==> config.mk <==
export PLATFORM = sky130hd
export DESIGN_NAME = sflg_top
export DESIGN_NICKNAME = d
export VERILOG_FILES = /design/src/common/sflg_pkg.sv /design/src/hw/sflg_shift.sv /design/src/hw/sflg_top.sv
export SDC_FILE = /design/constraint.sdc
export NUM_CORES = 1
export LEC_CHECK = 0
export BUFFER_PORTS_ARGS = -buffer_cell sky130_fd_sc_hd__buf_2
export CELL_PAD_IN_SITES_DETAIL_PLACEMENT = 0
export CELL_PAD_IN_SITES_GLOBAL_PLACEMENT = 2
export CORE_MARGIN = 3
export CORE_UTILIZATION = 36
export CTS_CLUSTER_SIZE = 16
export DETAILED_ROUTE_END_ITERATION = 7
export PLACE_DENSITY_LB_ADDON = 0.1
export SYNTH_ARGS = -nofsm -noshare
export SYNTH_HDL_FRONTEND = slang
export SYNTH_HIERARCHICAL = 1
export SYNTH_SLANG_ARGS = --single-unit
==> constraint.sdc <==
create_clock -name clock -period 2.7 [get_ports clock]
set_input_delay 0.54 -clock clock [delete_from_list [all_inputs] [get_ports clock]]
set_output_delay 0.54 -clock clock [all_outputs]
set_load 0.01 [all_outputs]
==> src/common/sflg_pkg.sv <==
/*
  Shared constants of the serial port status and flag block: register
  offsets, field positions, reset values and pin indices.
  Assumes an 8-bit register port and a single 125 MHz system clock.
*/
package sflg_pkg;
  ////////////////////////////////////////////////////////////////////////
  localparam int unsigned DATA_W = 8;
  localparam logic [7:0] ADDR_CTRL = 8'hBC;
  localparam logic [7:0] ADDR_STAT = 8'hBD;
  localparam logic [7:0] ADDR_DATA = 8'hBE;
  localparam logic [7:0] ADDR_EVT = 8'hBF;
  localparam logic [7:0] ADDR_MASK = 8'hC0;
  ////////////////////////////////////////////////////////////////////////
  // Control register fields
  localparam int unsigned CTRL_EN = 6;
  localparam int unsigned CTRL_SELECT_DISABLE = 5;
  localparam int unsigned CTRL_MASTER_SELECT_BIT = 4;
  localparam int unsigned CTRL_RATE_LO = 0;
  localparam logic [7:0] CTRL_RST = 8'h00;
  localparam logic [7:0] CTRL_WMASK = 8'h73;
  // Status register fields
  localparam int unsigned STAT_DONE = 7;
  localparam int unsigned STAT_WRITE_COLLISION_FLAG = 6;
  localparam int unsigned STAT_MODF = 5;
  localparam int unsigned STAT_OVR = 4;
  localparam int unsigned STAT_RXF = 3;
  localparam int unsigned STAT_BUSY = 2;
  // Event status and mask fields
  localparam int unsigned EVT_W = 3;
  localparam int unsigned EVT_DONE = 0;
  localparam int unsigned EVT_WRITE_COLLISION_FLAG = 1;
  localparam int unsigned EVT_MODF = 2;
  localparam logic [2:0] EVT_RST = 3'h0;
  ////////////////////////////////////////////////////////////////////////
  // Synchronised pins
  localparam int unsigned NPIN = 4;
  localparam int unsigned PIN_SCLK = 0;
  localparam int unsigned PIN_MOSI = 1;
  localparam int unsigned PIN_MISO = 2;
  localparam int unsigned PIN_SS = 3;
endpackage

==> src/hw/sflg_shift.sv <==
/*
  Shift engine: one byte per transfer, MSB first, clock idle low,
  sample on rising and change on falling edge.
  Assumes edge strobes of the external clock already synchronised.
*/
`timescale 1ns/1ps
module sflg_shift #(
  parameter int unsigned W = 8
) (
  input wire logic clock,
  input wire logic rst_n,
  input wire logic enable,
  input wire logic master,
  input wire logic start,
  input wire logic [W-1:0] tx_data,
  input wire logic [1:0] rate_sel,
  input wire logic clk_rise,
  input wire logic clk_fall,
  input wire logic sel_active,
  input wire logic sdi,
  output logic sclk_out,
  output logic sdo,
  output logic busy,
  output logic done,
  output logic [W-1:0] rx_data
);
  logic [W-1:0] sh_r;
  logic [W-1:0] rx_sh_r;
  logic [2:0] cap_r;
  logic cap;
  logic drain_end;
  logic [3:0] cnt_r;
  logic [3:0] div_r;
  logic [3:0] half_m1;
  logic rise;
  logic fall;
  logic tick;

  ////////////////////////////////////////////////////////////////////////
  assign half_m1 = (4'h1 << rate_sel) - 4'h1;
  // Clock stops after the last falling edge while the returning bit drains
  assign tick = master && busy && (div_r == half_m1) && !(cnt_r == 4'(W) && !sclk_out);
  assign rise = master ? (tick && !sclk_out) : (sel_active && clk_rise);
  assign fall = master ? (tick && sclk_out) : (sel_active && clk_fall);
  // Returned data lags a master edge by the pin register and two sync stages
  assign cap = master ? cap_r[2] : rise;
  assign drain_end = master && busy && (cnt_r == 4'(W)) && !sclk_out && (cap_r == 3'h0);

  always_ff @(posedge clock) begin
    if (!rst_n || !enable || !master) begin
      cap_r <= 3'h0;
    end else begin
      cap_r <= {cap_r[1:0], rise};
    end
  end

  always_ff @(posedge clock) begin
    if (!rst_n) begin
      rx_sh_r <= '0;
    end else if (cap) begin
      rx_sh_r <= {rx_sh_r[W-2:0], sdi};
    end
  end

  always_ff @(posedge clock) begin
    if (!rst_n || !busy || tick) begin
      div_r <= 4'h0;
    end else begin
      div_r <= div_r + 4'h1;
    end
  end

  always_ff @(posedge clock) begin
    if (!rst_n || !master || !enable) begin
      sclk_out <= 1'b0;
    end else if (tick) begin
      sclk_out <= !sclk_out;
    end
  end

  ////////////////////////////////////////////////////////////////////////
  // Slave deselect aborts a partial byte so the next frame starts clean
  always_ff @(posedge clock) begin
    done <= 1'b0;
    if (!rst_n) begin
      busy <= 1'b0;
      cnt_r <= 4'h0;
      sh_r <= '0;
      sdo <= 1'b0;
      rx_data <= '0;
    end else if (!enable || (!master && !sel_active)) begin
      busy <= 1'b0;
      cnt_r <= 4'h0;
      if (start) begin
        sh_r <= tx_data;
        sdo <= tx_data[W-1];
      end
    end else if (start && !busy) begin
      sh_r <= tx_data;
      sdo <= tx_data[W-1];
      cnt_r <= 4'h0;
      busy <= master;
    end else if (rise) begin
      sh_r <= {sh_r[W-2:0], 1'b0};
      cnt_r <= cnt_r + 4'h1;
      busy <= 1'b1;
    end else if (fall && busy) begin
      if (cnt_r != 4'(W)) begin
        sdo <= sh_r[W-1];
      end else if (!master) begin
        busy <= 1'b0;
        done <= 1'b1;
        cnt_r <= 4'h0;
        rx_data <= rx_sh_r;
      end
    end else if (drain_end) begin
      busy <= 1'b0;
      done <= 1'b1;
      cnt_r <= 4'h0;
      rx_data <= rx_sh_r;
    end
  end
endmodule

==> src/hw/sflg_top.sv <==
/*
  Serial port with its status and flag logic, register port and
  interrupt. Holds the pin synchronisers and the flag registers.
  Assumes a same-clock register master and pins from outside the domain.
*/
`timescale 1ns/1ps
module sflg_top #(
  parameter int unsigned W = 8
) (
  input wire logic clock,
  input wire logic rst_n,
  input wire logic [7:0] reg_addr,
  input wire logic [7:0] reg_wdata,
  input wire logic reg_wr,
  input wire logic reg_rd,
  output logic [7:0] reg_rdata,
  input wire logic int_ack,
  output logic irq,
  input wire logic sclk_i,
  output logic sclk_o,
  output logic sclk_oe_n,
  input wire logic mosi_i,
  output logic mosi_o,
  output logic mosi_oe_n,
  input wire logic miso_i,
  output logic miso_o,
  output logic miso_oe_n,
  input wire logic ss_n_i
);
  logic [sflg_pkg::NPIN-1:0] pin_in;
  logic [sflg_pkg::NPIN-1:0] sync1_r;
  logic [sflg_pkg::NPIN-1:0] sync2_r;
  logic sclk_prev_r;
  logic clk_rise;
  logic clk_fall;
  logic sel_active;
  logic sdi;

  logic [7:0] ctrl_r;
  logic port_en;
  logic master;
  logic select_disable;

  logic done_r;
  logic write_collision_flag_r;
  logic modf_r;
  logic ovr_r;
  logic rxf_r;
  logic [2:0] evt_r;
  logic [2:0] mask_r;

  logic wr_ctrl;
  logic wr_stat;
  logic wr_data;
  logic wr_evt;
  logic wr_mask;
  logic rd_data;
  logic start;
  logic modf_set;
  logic write_collision_flag_set;

  logic sh_sclk;
  logic sh_sdo;
  logic sh_busy;
  logic sh_done;
  logic [W-1:0] sh_rx;
  logic [7:0] stat_view;
  logic [7:0] rd_mux;

  ////////////////////////////////////////////////////////////////////////
  // Pin synchronisers; only the second stage is looked at
  assign pin_in[sflg_pkg::PIN_SCLK] = sclk_i;
  assign pin_in[sflg_pkg::PIN_MOSI] = mosi_i;
  assign pin_in[sflg_pkg::PIN_MISO] = miso_i;
  assign pin_in[sflg_pkg::PIN_SS] = ss_n_i;

  for (genvar i = 0; i < sflg_pkg::NPIN; i++) begin : g_sync
    always_ff @(posedge clock) begin
      if (!rst_n) begin
        sync1_r[i] <= (i == sflg_pkg::PIN_SS);
        sync2_r[i] <= (i == sflg_pkg::PIN_SS);
      end else begin
        sync1_r[i] <= pin_in[i];
        sync2_r[i] <= sync1_r[i];
      end
    end
  end

  always_ff @(posedge clock) begin
    if (!rst_n) begin
      sclk_prev_r <= 1'b0;
    end else begin
      sclk_prev_r <= sync2_r[sflg_pkg::PIN_SCLK];
    end
  end

  assign clk_rise = sync2_r[sflg_pkg::PIN_SCLK] && !sclk_prev_r;
  assign clk_fall = !sync2_r[sflg_pkg::PIN_SCLK] && sclk_prev_r;
  assign sel_active = !sync2_r[sflg_pkg::PIN_SS];
  assign sdi = master ? sync2_r[sflg_pkg::PIN_MISO] : sync2_r[sflg_pkg::PIN_MOSI];

  ////////////////////////////////////////////////////////////////////////
  // Register decode
  assign wr_ctrl = reg_wr && (reg_addr == sflg_pkg::ADDR_CTRL);
  assign wr_stat = reg_wr && (reg_addr == sflg_pkg::ADDR_STAT);
  assign wr_data = reg_wr && (reg_addr == sflg_pkg::ADDR_DATA);
  assign wr_evt = reg_wr && (reg_addr == sflg_pkg::ADDR_EVT);
  assign wr_mask = reg_wr && (reg_addr == sflg_pkg::ADDR_MASK);
  assign rd_data = reg_rd && (reg_addr == sflg_pkg::ADDR_DATA);

  assign port_en = ctrl_r[sflg_pkg::CTRL_EN];
  assign master = ctrl_r[sflg_pkg::CTRL_MASTER_SELECT_BIT];
  assign select_disable = ctrl_r[sflg_pkg::CTRL_SELECT_DISABLE];

  // A write that collides is dropped, the byte in flight is kept
  assign write_collision_flag_set = wr_data && sh_busy;
  assign start = wr_data && !sh_busy && port_en;
  assign modf_set = port_en && master && !select_disable && sel_active;

  ////////////////////////////////////////////////////////////////////////
  // Control register
  always_ff @(posedge clock) begin
    if (!rst_n) begin
      ctrl_r <= sflg_pkg::CTRL_RST;
    end else begin
      if (wr_ctrl) begin
        ctrl_r <= reg_wdata & sflg_pkg::CTRL_WMASK;
      end
      // Fault drops the port to a disabled slave before driving clashes
      if (modf_set) begin
        ctrl_r[sflg_pkg::CTRL_EN] <= 1'b0;
        ctrl_r[sflg_pkg::CTRL_MASTER_SELECT_BIT] <= 1'b0;
      end
    end
  end

  ////////////////////////////////////////////////////////////////////////
  // Shift engine
  sflg_shift #(
    .W(W)
  ) u_shift (
    .clock(clock),
    .rst_n(rst_n),
    .enable(port_en),
    .master(master),
    .start(start),
    .tx_data(reg_wdata[W-1:0]),
    .rate_sel(ctrl_r[sflg_pkg::CTRL_RATE_LO +: 2]),
    .clk_rise(clk_rise),
    .clk_fall(clk_fall),
    .sel_active(sel_active),
    .sdi(sdi),
    .sclk_out(sh_sclk),
    .sdo(sh_sdo),
    .busy(sh_busy),
    .done(sh_done),
    .rx_data(sh_rx)
  );

  ////////////////////////////////////////////////////////////////////////
  // Transfer-done flag; hardware set wins over any clear
  always_ff @(posedge clock) begin
    if (!rst_n) begin
      done_r <= 1'b0;
    end else if (sh_done) begin
      done_r <= 1'b1;
    end else if (int_ack) begin
      done_r <= 1'b0;
    end else if (wr_stat && !reg_wdata[sflg_pkg::STAT_DONE]) begin
      done_r <= 1'b0;
    end
  end

  // Write-collision flag
  always_ff @(posedge clock) begin
    if (!rst_n) begin
      write_collision_flag_r <= 1'b0;
    end else if (write_collision_flag_set) begin
      write_collision_flag_r <= 1'b1;
    end else if (wr_data) begin
      write_collision_flag_r <= 1'b0;
    end else if (wr_stat && !reg_wdata[sflg_pkg::STAT_WRITE_COLLISION_FLAG]) begin
      write_collision_flag_r <= 1'b0;
    end
  end

  // Mode-fault flag
  always_ff @(posedge clock) begin
    if (!rst_n) begin
      modf_r <= 1'b0;
    end else if (modf_set) begin
      modf_r <= 1'b1;
    end else if (wr_stat && !reg_wdata[sflg_pkg::STAT_MODF]) begin
      modf_r <= 1'b0;
    end
  end

  // Receive buffer full and overrun flags
  always_ff @(posedge clock) begin
    if (!rst_n) begin
      rxf_r <= 1'b0;
    end else if (sh_done) begin
      rxf_r <= 1'b1;
    end else if (rd_data) begin
      rxf_r <= 1'b0;
    end else if (wr_stat && !reg_wdata[sflg_pkg::STAT_RXF]) begin
      rxf_r <= 1'b0;
    end
  end

  always_ff @(posedge clock) begin
    if (!rst_n) begin
      ovr_r <= 1'b0;
    end else if (sh_done && rxf_r) begin
      ovr_r <= 1'b1;
    end else if (rd_data) begin
      ovr_r <= 1'b0;
    end else if (wr_stat && !reg_wdata[sflg_pkg::STAT_OVR]) begin
      ovr_r <= 1'b0;
    end
  end

  ////////////////////////////////////////////////////////////////////////
  // Sticky event bits, cleared by writing one; a new event wins
  always_ff @(posedge clock) begin
    if (!rst_n) begin
      evt_r <= sflg_pkg::EVT_RST;
    end else begin
      if (wr_evt) begin
        evt_r <= evt_r & ~reg_wdata[2:0];
      end
      if (sh_done) begin
        evt_r[sflg_pkg::EVT_DONE] <= 1'b1;
      end
      if (write_collision_flag_set) begin
        evt_r[sflg_pkg::EVT_WRITE_COLLISION_FLAG] <= 1'b1;
      end
      if (modf_set) begin
        evt_r[sflg_pkg::EVT_MODF] <= 1'b1;
      end
    end
  end

  always_ff @(posedge clock) begin
    if (!rst_n) begin
      mask_r <= sflg_pkg::EVT_RST;
    end else if (wr_mask) begin
      mask_r <= reg_wdata[2:0];
    end
  end

  always_ff @(posedge clock) begin
    if (!rst_n) begin
      irq <= 1'b0;
    end else begin
      irq <= |(evt_r & mask_r);
    end
  end

  ////////////////////////////////////////////////////////////////////////
  // Read side
  always_comb begin
    stat_view = 8'h00;
    stat_view[sflg_pkg::STAT_DONE] = done_r;
    stat_view[sflg_pkg::STAT_WRITE_COLLISION_FLAG] = write_collision_flag_r;
    stat_view[sflg_pkg::STAT_MODF] = modf_r;
    stat_view[sflg_pkg::STAT_OVR] = ovr_r;
    stat_view[sflg_pkg::STAT_RXF] = rxf_r;
    stat_view[sflg_pkg::STAT_BUSY] = sh_busy;
  end

  always_comb begin
    rd_mux = 8'h00;
    unique case (reg_addr)
      sflg_pkg::ADDR_CTRL: rd_mux = ctrl_r;
      sflg_pkg::ADDR_STAT: rd_mux = stat_view;
      sflg_pkg::ADDR_DATA: rd_mux = 8'(sh_rx);
      sflg_pkg::ADDR_EVT: rd_mux = {5'h00, evt_r};
      sflg_pkg::ADDR_MASK: rd_mux = {5'h00, mask_r};
      default: rd_mux = 8'h00;
    endcase
  end

  // Data only in the cycle after the strobe, zero otherwise
  always_ff @(posedge clock) begin
    if (!rst_n || !reg_rd) begin
      reg_rdata <= 8'h00;
    end else begin
      reg_rdata <= rd_mux;
    end
  end

  ////////////////////////////////////////////////////////////////////////
  // Pin drivers, registered so clock and data keep their alignment
  always_ff @(posedge clock) begin
    if (!rst_n) begin
      sclk_o <= 1'b0;
      mosi_o <= 1'b0;
      miso_o <= 1'b0;
      sclk_oe_n <= 1'b1;
      mosi_oe_n <= 1'b1;
      miso_oe_n <= 1'b1;
    end else begin
      sclk_o <= sh_sclk;
      mosi_o <= sh_sdo;
      miso_o <= sh_sdo;
      sclk_oe_n <= !(port_en && master);
      mosi_oe_n <= !(port_en && master);
      miso_oe_n <= !(port_en && !master && sel_active);
    end
  end
endmodule

==> implementation parameters, run 1 <==
Parameter                              Value

Die
  Die Height    between 100 and 150 um
  Core outline area    around 9300 um2
  Number of placed I/O pins    40
  Die X    104 um
  Die Area    ~11000 um2
  Initial cell density of the core    37.3%
  Placement Rows    35

Final layout
  Number of antenna diodes    0
  Fin nets    430
  Final Instance Count excl. Fillers    536
  Fraction of layout cells with a size suffix above 1    a little over a fifth
  Area Growth Syn to Fin    15.1%
  Number of filler instances in the final layout    approximately 1000
  Design Area, Final    between 3000 and 4000 um2

Logic synthesis
  Synthesized area per cell    9.65 um2
  Count of flip-flops with a built-in enable after synthesis    0
  Synth top area cells    dfxtp_1 (45%), mux2i_1 (9.2%), nand3_1 (3.6%)
  Gate count after technology mapping    359
  Primary flip-flop cell chosen by synthesis mapping    dfxtp_1
  Number of distinct library cell variants in the gate-level netlist after synthesis    70
  Register bit count reported by yosys    77
  Seq/Total Area, Yosys    approximately 45%
  Combined area of all synthesized cells    around 3500 um2
  Fraction of registers with async set or reset after synthesis    0%
  Yosys top cell by area    dfxtp_1
  Nets in the synthesized netlist    between 300 and 400
  Fraction of synthesized cell area taken by the top area cell type    44.5%
  Count of yosys warnings during synthesis    6

STA
  F_max    between 0.4 and 0.5 GHz
  Fin crit period    2.13 ns
  Worst setup margin    around 0.57 ns
  Actual transition at the worst max-transition pin    0.706 ns
  Aggregate negative setup slack    0 ns
  Final setup vio count    0
  Pins over their slew limit    0
  Unrepaired setup endpoints after global routing    false
  Max-slew headroom    a little over half
  Share of the cycle needed by the critical path after routing    78.8%
  Clock tree skew after final layout    0.0118 ns
  Hold violation count in the final report    0

Critical path
  Sequence of cells on the critical path    o21a_1 -> nand2_2 -> nor4b_2 -> buf_4 -> mux2i_1 -> nor2_1
  CP Class    reg2reg
  FF-to-FF setup slack    roughly 0.57 ns
  Startpoint type of the worst setup path    flop
  Reg2reg start    ctrl_r[4]$_SDFFE_PP0P_
  R2R depth    6
  Crit Path Max Fanout    14
  Reg-to-Reg End    u_shift/rx_data[0]$_SDFFE_PN0P_
  First element of the critical path    ctrl_r[4]$_SDFFE_PP0P_
  Cell type group with the largest total delay on the critical path    flip-flops
  Arrival time reported for the critical path endpoint    2.37 ns
  Kind of capture point of the worst setup path    flop
  Number of stages on the worst setup path    6
  Slowest cell on the critical path    dfxtp_1
  Total buffers and inverters traversed by the critical path    1
  Longest individual stage delay on the worst path    between 0.6 and 0.7 ns
  CP Capture Point    u_shift/rx_data[0]$_SDFFE_PN0P_
  Required time at the worst-slack endpoint    2.94 ns

Placed design
  Worst setup slack after placement    0.374 ns
  Instance area at placement    ~3800 um2
  Placed insts    520
  Gpl congestion    roughly 0.75
  Detail Placement HPWL    between 6000 and 7000 um
  Count of port buffers added during placement    39

Global routing
  Total global-route track usage    16.0%
  Antenna violations before repair    0
  Number of global-route vias before repair    about 2700
  Wire length of the first global-routing pass    approximately 14000 um
  Final global-route overflow total    0
  Pin count of the biggest net entering global routing    24

CTS
  CTS sink count    77
  Count of instances resized after the clock tree is built    0
  Largest buffer count on any clock path    2
  Setup Buffers After CTS    0
  Clock root buffer master    clkbuf_8
  Count of hold-fix buffers inserted at cts    0
  Clock latency of the later-clocked register in the worst-skew pair    around 0.35 ns
  TritonCTS clock tree    yes
  Clock input transition at the sequential cells of the worst setup and hold paths    about 0.080 ns
  CTS buffer count    9
  Number of H-tree branching levels    3

Routing
  Number of vias after detailed routing    roughly 2700
  Residual DRC count    0
  Total wirelength of the detailed-routed design    roughly 8500 um
  Number of optimization iterations in the first detailed-route pass    4
  Routed wire length per instance    between 15 and 20 um
  Number of DRC markers in iteration 0    approximately 110
  Antenna viol nets, final    0
  Average vias per placed instance    just over 5

Power
  Peak ir drop on the vdd network    about 0.27 mV
  Ratio of total power to cell area    515 nW/um2
  Leakage dissipation    between 1.5 and 2 nW

Status
  Outcome    complete, no violations

Worst hold path
  Number of cells on the worst hold path    2
  Min-Delay Path Class    in2reg

Run
  Count of maximum capacitance violations    0
[metal layers]
| layer | wire (um) | up-vias | GRT usage [%] |
|---|---|---|---|
| li1 | - | 1387 | - |
| met1 | 4500 | 1308 | 23.0 |
| met2 | 3670 | 39 | 24.3 |
| met3 | 206 | 6 | 2.48 |
| met4 | 74 | 0 | 5.41 |
| met5 | 0 | - | 0 |
[cells in the final DEF (no fill, tap or decap), drive strengths merged, types with 4 or more instances in the layout]
cell / instances
nand3: 26
inv: 13
a21oi: 19
o41ai: 4
mux2i: 32
nor2: 29
a22o: 4
buf: 50
clkinv: 4
o211ai: 4
nor2b: 8
clkbuf: 9
and2: 15
o21ai: 7
and3b: 5
a311oi: 7
nand2b: 6
nand2: 31
dfxtp: 77
[worst min-delay path by stage]
stage                       endpoint                   from
2_1_floorplan  sync2_r[3]$_SDFF_PN1_  sync1_r[3]$_SDFF_PN1_
3_3_place_gp   sync2_r[3]$_SDFF_PN1_  sync1_r[3]$_SDFF_PN1_
3_5_place_dp   sync2_r[3]$_SDFF_PN1_  sync1_r[3]$_SDFF_PN1_
4_1_cts        sync1_r[3]$_SDFF_PN1_                 ss_n_i
5_1_grt        sync1_r[3]$_SDFF_PN1_                 ss_n_i
6_report       sync1_r[3]$_SDFF_PN1_                 ss_n_i
[per-stage QoR]
stage                     total power (W)  hold WS, ns  util [%]
final                             0.00205        0.373      43.0
after global routing              0.00214        0.374      43.0
after CTS                         0.00208        0.360      43.0
after global placement            0.00127        0.397      41.0
after detailed placement          0.00127        0.398      41.0
after floorplan                   0.00122        0.386         -
[worst register-to-register path: cells and delay by family, from the launching register on]
| family | cells | cell delay (ns) |
|---|---|---|
| simple gates | 3 | 0.52 |
| buf+inv | 1 | 0.25 |
| mux | 1 | 0.21 |
| compound gates | 1 | 0.45 |
| flops | 1 | 0.61 |
[synthesized netlist by cell type (2+ instances only)]
| cell | instances |
|---|---|
| o21ai_0 | 5 |
| a31oi_1 | 2 |
| or3_1 | 2 |
| nand2b_1 | 6 |
| buf_4 | 6 |
| a311oi_1 | 7 |
| o2bb2ai_1 | 3 |
| o41ai_1 | 3 |
| o211ai_1 | 3 |
| a21o_1 | 2 |
| o31ai_1 | 2 |
| nor2b_1 | 8 |
| nor2_1 | 29 |
| xor2_1 | 2 |
| dfxtp_1 | 77 |
| a211oi_1 | 2 |
| inv_1 | 10 |
| nand3b_1 | 2 |
| and2_1 | 15 |
| nand3_1 | 25 |
| nand2_1 | 30 |
| and3b_1 | 5 |
| buf_2 | 5 |
| mux2i_1 | 32 |
| a22o_1 | 4 |
| clkbuf_1 | 6 |
| a22oi_1 | 2 |
| a21oi_1 | 18 |
| or4_4 | 2 |
| ha_1 | 3 |
| xnor2_1 | 2 |
[final cells by class]
type / instances / area (um2) / share of cell area, %
Clock inverter: 7 / 58.8 / 1.47
Tap cell: 129 / 161 / 4.05
Clock buffer: 9 / 124 / 3.11
Sequential cell: 77 / 1540 / 38.7
Timing Repair Buffer: 50 / 278 / 6.97
Multi-Input combinational cell: 252 / 1780 / 44.6
Inverter: 12 / 45.0 / 1.13
[flip-flops by register name (all words and copies together), names as in the netlist, 3 cells and up]
name and flops:
u_shift/rx_data 8, u_shift/sh_r 8, ctrl_r 5, sync2_r 4, u_shift/cap_r 3, sync1_r 4, reg_rdata 8, evt_r 3
u_shift/cnt_r 4, u_shift/div_r 4, u_shift/rx_sh_r 8, mask_r 3
[power breakdown]
group	switching (W)	total, W	internal, W
logic	0.0000639	0.0000988	0.0000349
clock network	0.000467	0.000812	0.000345
registers	0.00000199	0.00114	0.00114
[logic make-up after synthesis]
| group | Yosys count | synth area share [%] |
|---|---|---|
| compound gates | 71 | 15.8 |
| xor+xnor | 4 | 1.01 |
| fa+ha+maj | 3 | 1.08 |
| buf+inv | 30 | 4.30 |
| flops | 77 | 44.5 |
| mux | 34 | 9.90 |
| simple gates | 140 | 23.4 |
No activity file was read; power rests on OpenSTA's default activity.
==> inputs of run 2 (changes only) <==
Clock period 2.7 ns to 2.06 ns, I/O delays scaled along.
==> implementation parameters, run 2 (synthesized netlist as in run 1, its figures left out) <==
Parameter                              Value

Status
  Outcome    complete, no violations (unchanged)

CTS
  Clock input transition at the sequential cells of the worst setup and hold paths    0.09 ns (was 0.08 ns)
  Number of H-tree branching levels    3 (unchanged)
  Setup Buffers After CTS    0 (unchanged)
  CTS buffer count    9 (unchanged)
  Count of instances resized after the clock tree is built    0 (unchanged)
  Largest buffer count on any clock path    2 (unchanged)
  TritonCTS clock tree    yes (unchanged)
  Clock root buffer master    clkbuf_8 (unchanged)
  Count of hold-fix buffers inserted at cts    0 (unchanged)
  Clock latency of the later-clocked register in the worst-skew pair    0.36 ns (was 0.35 ns)
  CTS sink count    77 (unchanged)

Final layout
  Number of filler instances in the final layout    950 (was 979)
  Area Growth Syn to Fin    18.4% (was 15.1%)
  Number of antenna diodes    0 (unchanged)
  Sequential standard cell area    1540 um2 (unchanged)
  Commonest cells after routing, fill and taps aside    dfxtp_1 (77), buf_2 (39), mux2i_1 (32), nand2_1 (30), nor2_1 (29) (unchanged)
  Multi-input logic area    1800 um2 (was 1780 um2)
  Most common cell after layout, fill and taps aside    dfxtp_1 (unchanged)
  Fin nets    438 (was 430)
  Final Instance Count excl. Fillers    544 (was 536)
  Fraction of layout cells with a size suffix above 1    23.1% (was 21.1%)

Run
  Count of maximum capacitance violations    0 (unchanged)

STA
  Worst setup margin    0.134 ns (was 0.572 ns)
  Hold violation count in the final report    0 (unchanged)
  Max-slew headroom    61.2% (was 52.4%)
  Aggregate negative setup slack    0 ns (unchanged)
  Clock tree skew after final layout    0.0132 ns (was 0.0118 ns)
  Fin crit period    1.93 ns (was 2.13 ns)
  F_max    0.519 GHz (was 0.470 GHz)
  Pins over their slew limit    0 (unchanged)
  Share of the cycle needed by the critical path after routing    93.5% (was 78.8%)
  Unrepaired setup endpoints after global routing    false (unchanged)
  Final setup vio count    0 (unchanged)
  Actual transition at the worst max-transition pin    0.576 ns (was 0.706 ns)

Power
  Part of the power in registers    52.3% (was 55.6%)
  Internal cell power    0.00214 W (was 0.00152 W)
  Reported net switching power    0.000727 W (was 0.000533 W)
  Combinational cell fraction of total power    4.7% (was 4.8%)
  Peak ir drop on the vdd network    0.431 mV (was 0.270 mV)
  Leakage dissipation    1.58 nW (was 1.51 nW)
  Clock power frac    43.0% (was 39.5%)
  Post-layout total power    0.00286 W (was 0.00205 W)
  Ratio of total power to cell area    698 nW/um2 (was 515 nW/um2)
  Switching share of power    25.4% (was 26.0%)

Die
  Placement Rows    35 (unchanged)
  Core outline area    9280 um2 (unchanged)
  Number of placed I/O pins    40 (unchanged)
  Die Height    104 um (unchanged)
  Die X    104 um (unchanged)
  Die Area    10800 um2 (unchanged)
  Initial cell density of the core    37.3% (unchanged)

Critical path
  Required time at the worst-slack endpoint    2.29 ns (was 2.94 ns)
  Arrival time reported for the critical path endpoint    2.15 ns (was 2.37 ns)
  CP Class    reg2reg (unchanged)
  R2R depth    5 (was 6)
  Reg-to-Reg End    u_shift/busy$_SDFFE_PP0P_ (was u_shift/rx_data[0]$_SDFFE_PN0P_)
  Startpoint type of the worst setup path    flop (unchanged)
  Kind of capture point of the worst setup path    flop (unchanged)
  Crit Path Max Fanout    6 (was 14)
  Reg2reg start    ctrl_r[1]$_SDFFE_PN0P_ (was ctrl_r[4]$_SDFFE_PP0P_)
  FF-to-FF setup slack    0.13 ns (was 0.57 ns)

Worst hold path
  Startpoint of the worst hold path    ss_n_i (unchanged)
  Min-Delay Path Class    in2reg (unchanged)
  Number of cells on the worst hold path    2 (unchanged)
  Hold Path Sink    sync1_r[3]$_SDFF_PN1_ (unchanged)

Routing
  Number of vias after detailed routing    2785 (was 2740)
  Residual DRC count    0 (unchanged)
  Antenna viol nets, final    0 (unchanged)
  Average vias per placed instance    5.12 (was 5.11)
  Number of DRC markers in iteration 0    135 (was 108)
  Number of optimization iterations in the first detailed-route pass    4 (unchanged)
  Total wirelength of the detailed-routed design    8470 um (was 8450 um)
  Routed wire length per instance    15.6 um (was 15.8 um)

Global routing
  Pin count of the biggest net entering global routing    27 (was 24)
  Number of global-route vias before repair    2805 (was 2734)
  Total global-route track usage    16.3% (was 16.0%)
  Wire length of the first global-routing pass    14200 um (was 13900 um)
  Antenna violations before repair    0 (unchanged)
  Final global-route overflow total    0 (unchanged)

Placed design
  Gpl congestion    0.804 (was 0.752)
  Detail Placement HPWL    6260 um (was 6200 um)
  Placed insts    528 (was 520)
  Count of port buffers added during placement    39 (unchanged)
  Worst setup slack after placement    0.0552 ns (was 0.374 ns)
## run 2: cell count changes in the layout (fill, tap and decap cells not counted), sizes merged
cell	delta
inv	+3
clkinvlp	-2
clkinv	-2
buf	+8
bufinv	+1
## run 2: final cells by class
cell class	count	share of cell area (%)
well taps	129	3.94
clock inverters	7	2.14
clock buffers	9	3.02
multi-input cells	252	44.0
inverters	12	1.10
flip-flops and latches	77	37.6
repair buffers	58	8.24
## run 2: critical path, stage by stage (launching register included)
cell and delay [ns]:
dfxtp_1 0.38, or4bb_1 0.56, o211a_1 0.15, or3b_4 0.43, a21oi_1 0.21, a2111oi_2 0.07
## run 2: worst max-delay path by stage
stage,start,end,depth (start not counted),slack (ns)
after floorplan,reg_addr[0],u_shift/rx_data[0]$_SDFFE_PN0P_,10,0.01
final,ctrl_r[1]$_SDFFE_PN0P_,u_shift/busy$_SDFFE_PP0P_,5,0.13
after CTS,u_shift/cnt_r[0]$_SDFFE_PP0P_,u_shift/sdo$_SDFFE_PN0P_,7,0.07
after detailed placement,reg_addr[0],u_shift/rx_data[5]$_SDFFE_PN0P_,9,0.06
after global routing,ctrl_r[4]$_SDFFE_PP0P_,u_shift/rx_data[0]$_SDFFE_PN0P_,6,0.003
after global placement,reg_addr[0],u_shift/sh_r[5]$_SDFFE_PN0P_,7,0.09
## run 2: power by group through the flow
stage          clock network [W]  logic (W)  registers, W
3_5_place_dp                   0   0.000136       0.00153
2_1_floorplan                  0  0.0000730       0.00153
5_1_grt                  0.00132   0.000148       0.00150
3_3_place_gp                   0   0.000136       0.00153
4_1_cts                  0.00127   0.000136       0.00150
6_report                 0.00123   0.000134       0.00150
## run 2: stage by stage
stage / util [%] / hold WS (ns) / area [um2]
finish: 44.2 / 0.240 / 4100
global route: 44.2 / 0.243 / 4100
CTS: 44.1 / 0.223 / 4090
detailed placement: 41.8 / 0.401 / 3880
global placement: 41.8 / 0.396 / 3880
floorplan: - / 0.386 / 3480
## run 2: routing by layer
metal / vias to the layer above / global-route usage, % / wire (um)
li1: 1402 / - / -
met1: 1315 / 23.1 / 4360
met2: 51 / 24.3 / 3670
met3: 17 / 3.35 / 292
met4: 0 / 6.08 / 160
met5: - / 0 / 0
==> inputs of run 3 (changes only) <==
--- a/config.mk
+++ b/config.mk
@@ -13,4 +13,5 @@
 export CTS_CLUSTER_SIZE = 16
 export DETAILED_ROUTE_END_ITERATION = 7
+export GPL_TIMING_DRIVEN = 0
 export PLACE_DENSITY_LB_ADDON = 0.1
 export SYNTH_ARGS = -nofsm -noshare
==> constraint.sdc (replaced) <==
create_clock -name clock -period 2.06 [get_ports clock]
set_input_delay 0.412 -clock clock [delete_from_list [all_inputs] [get_ports clock]]
set_output_delay 0.412 -clock clock [all_outputs]
set_load 0.005 [all_outputs]
==> implementation parameters, run 3 (synthesized netlist as in run 1, its figures left out) <==
Parameter                              Value

Placed design
  Placed insts    525 (was 528)
  Instance area at placement    3820 um2 (was 3880 um2)
  Gpl congestion    0.789 (was 0.804)
  Worst setup slack after placement    -0.423 ns (was 0.0552 ns)
  Count of port buffers added during placement    37 (was 39)
  Detail Placement HPWL    6350 um (was 6260 um)

Final layout
  Design Area, Final    4140 um2 (was 4100 um2)
  Fraction of layout cells with a size suffix above 1    23.9% (was 23.1%)
  Final Instance Count excl. Fillers    544 (unchanged)
  Area Growth Syn to Fin    19.4% (was 18.4%)
  Number of filler instances in the final layout    931 (was 950)
  Fin nets    438 (unchanged)
  Commonest cells after routing, fill and taps aside    dfxtp_1 (72), buf_2 (39), mux2i_1 (32), nand2_1 (30), nor2_1 (29) (was dfxtp_1 (77), buf_2 (39), mux2i_1 (32), nand2_1 (30), nor2_1 (29))
  Core occupancy in the finished layout    44.6% (was 44.2%)
  Number of antenna diodes    0 (unchanged)
  Most common cell after layout, fill and taps aside    dfxtp_1 (unchanged)

Die
  Core outline area    9280 um2 (unchanged)
  Die Height    104 um (unchanged)
  Placement Rows    35 (unchanged)
  Die X    104 um (unchanged)
  Die Area    10800 um2 (unchanged)
  Number of placed I/O pins    40 (unchanged)
  Initial cell density of the core    37.3% (unchanged)

Routing
  Residual DRC count    0 (unchanged)
  Amount of wire on met2 after detailed routing    3740 um (was 3670 um)
  Routed length on met3    317 um (was 292 um)
  Detailed-route wire length on metal 1    4510 um (was 4360 um)
  Highest routed layer    met4 (unchanged)
  Total wirelength of the detailed-routed design    8680 um (was 8470 um)
  Antenna viol nets, final    0 (unchanged)
  Number of optimization iterations in the first detailed-route pass    4 (unchanged)
  Average vias per placed instance    5.10 (was 5.12)
  Number of vias after detailed routing    2774 (was 2785)
  Routed wire length per instance    16.0 um (was 15.6 um)
  Number of DRC markers in iteration 0    130 (was 135)

CTS
  TritonCTS clock tree    yes (unchanged)
  Number of H-tree branching levels    3 (unchanged)
  Clock root buffer master    clkbuf_8 (unchanged)
  Count of hold-fix buffers inserted at cts    0 (unchanged)
  CTS buffer count    9 (unchanged)
  CTS sink count    77 (unchanged)
  Clock latency of the later-clocked register in the worst-skew pair    0.35 ns (was 0.36 ns)
  Largest buffer count on any clock path    2 (unchanged)
  Clock input transition at the sequential cells of the worst setup and hold paths    0.09 ns (about the same)

Critical path
  FF-to-FF setup slack    0.11 ns (was 0.13 ns)
  Startpoint type of the worst setup path    flop (unchanged)
  Arrival time reported for the critical path endpoint    2.19 ns (was 2.15 ns)
  Crit Path Max Fanout    7 (was 6)
  Kind of capture point of the worst setup path    flop (unchanged)
  Required time at the worst-slack endpoint    2.30 ns (was 2.29 ns)
  CP Class    reg2reg (unchanged)

STA
  Unrepaired setup endpoints after global routing    false (unchanged)
  Actual transition at the worst max-transition pin    0.559 ns (was 0.576 ns)
  Fin crit period    1.95 ns (was 1.93 ns)
  Clock tree skew after final layout    0.0109 ns (was 0.0132 ns)
  Worst setup margin    0.115 ns (was 0.134 ns)
  Hold violation count in the final report    0 (unchanged)
  F_max    0.514 GHz (was 0.519 GHz)
  Share of the cycle needed by the critical path after routing    94.4% (was 93.5%)
  Final setup vio count    0 (unchanged)
  Pins over their slew limit    0 (unchanged)
  Max-slew headroom    62.5% (was 61.2%)

Power
  Combinational cell fraction of total power    4.9% (was 4.7%)
  Switching share of power    24.4% (was 25.4%)
  Clock power frac    41.4% (was 43.0%)
  Reported net switching power    0.000679 W (was 0.000727 W)
  Leakage dissipation    1.57 nW (was 1.58 nW)
  Part of the power in registers    53.7% (was 52.3%)
  Ratio of total power to cell area    672 nW/um2 (was 698 nW/um2)
  Internal cell power    0.00210 W (was 0.00214 W)
  Peak ir drop on the vdd network    0.411 mV (was 0.431 mV)

Status
  Outcome    complete, no violations (unchanged)

Global routing
  Wire length of the first global-routing pass    14000 um (was 14200 um)
  Pin count of the biggest net entering global routing    15 (was 27)
  Number of global-route vias before repair    2604 (was 2805)
  Final global-route overflow total    0 (unchanged)
  Antenna violations before repair    0 (unchanged)
  Total global-route track usage    16.3% (about the same)

Worst hold path
  Min-Delay Path Class    in2reg (unchanged)

Run
  Count of maximum capacitance violations    0 (unchanged)
## run 3: cell type report
cell class / instances / area (um2) / area share, %
Timing Repair Buffer: 41 / 215 / 5.20
Tap cell: 129 / 161 / 3.90
Clock inverter: 7 / 72.6 / 1.75
Multi-Input combinational cell: 252 / 1850 / 44.8
Sequential cell: 77 / 1560 / 37.6
Inverter: 12 / 45.0 / 1.09
Clock buffer: 9 / 124 / 2.99
Buffer: 17 / 111 / 2.69
## run 3: metrics by stage
step / total power (W) / TNS (ns) / hold WS (ns)
CTS: 0.00282 / 0 / 0.223
global placement: 0.00167 / -4.86 / 0.393
finish: 0.00278 / 0 / 0.239
detailed placement: 0.00167 / -4.92 / 0.396
global route: 0.00289 / 0 / 0.238
floorplan: 0.00160 / 0 / 0.386
## run 3: power groups by stage
stage                     clock network, W   logic, W  registers (W)
after floorplan                          0  0.0000730        0.00153
after global placement                   0   0.000135        0.00153
after detailed placement                 0   0.000135        0.00153
after CTS                          0.00119   0.000135        0.00150
after global routing               0.00125   0.000147        0.00149
final                              0.00115   0.000135        0.00149
## run 3: final timing paths
kind	startpoint	cells past startpoint	end
worst min-delay path	ss_n_i	2	sync1_r[3]$_SDFF_PN1_
worst min register to register	sync1_r[3]$_SDFF_PN1_	1	sync2_r[3]$_SDFF_PN1_
worst max register to register	ctrl_r[1]$_SDFFE_PN0P_	5	u_shift/busy$_SDFFE_PP0P_
worst max-delay path	ctrl_r[1]$_SDFFE_PN0P_	5	u_shift/busy$_SDFFE_PP0P_
## run 3: timing repair
item | 4_1_cts | 5_1_grt
endpoints found under the setup margin | 11 | 19
resized for setup | 9 | 18
setup buffers | 0 | 3
pin swaps | 0 | 2
cloned | 0 | 1
## run 3: metal layers
metal,vias to the layer above,global-route usage [%]
li1,1405,-
met1,1302,24.0
met2,57,23.4
met3,10,3.97
met4,0,5.22
met5,-,0
## run 3: critical path, stage by stage (launching register included)
cell and delay [ns]:
dfxtp_1 0.38, or4bb_1 0.56, o211ai_2 0.18, a21o_4 0.24, mux2i_1 0.10, a2111oi_2 0.38
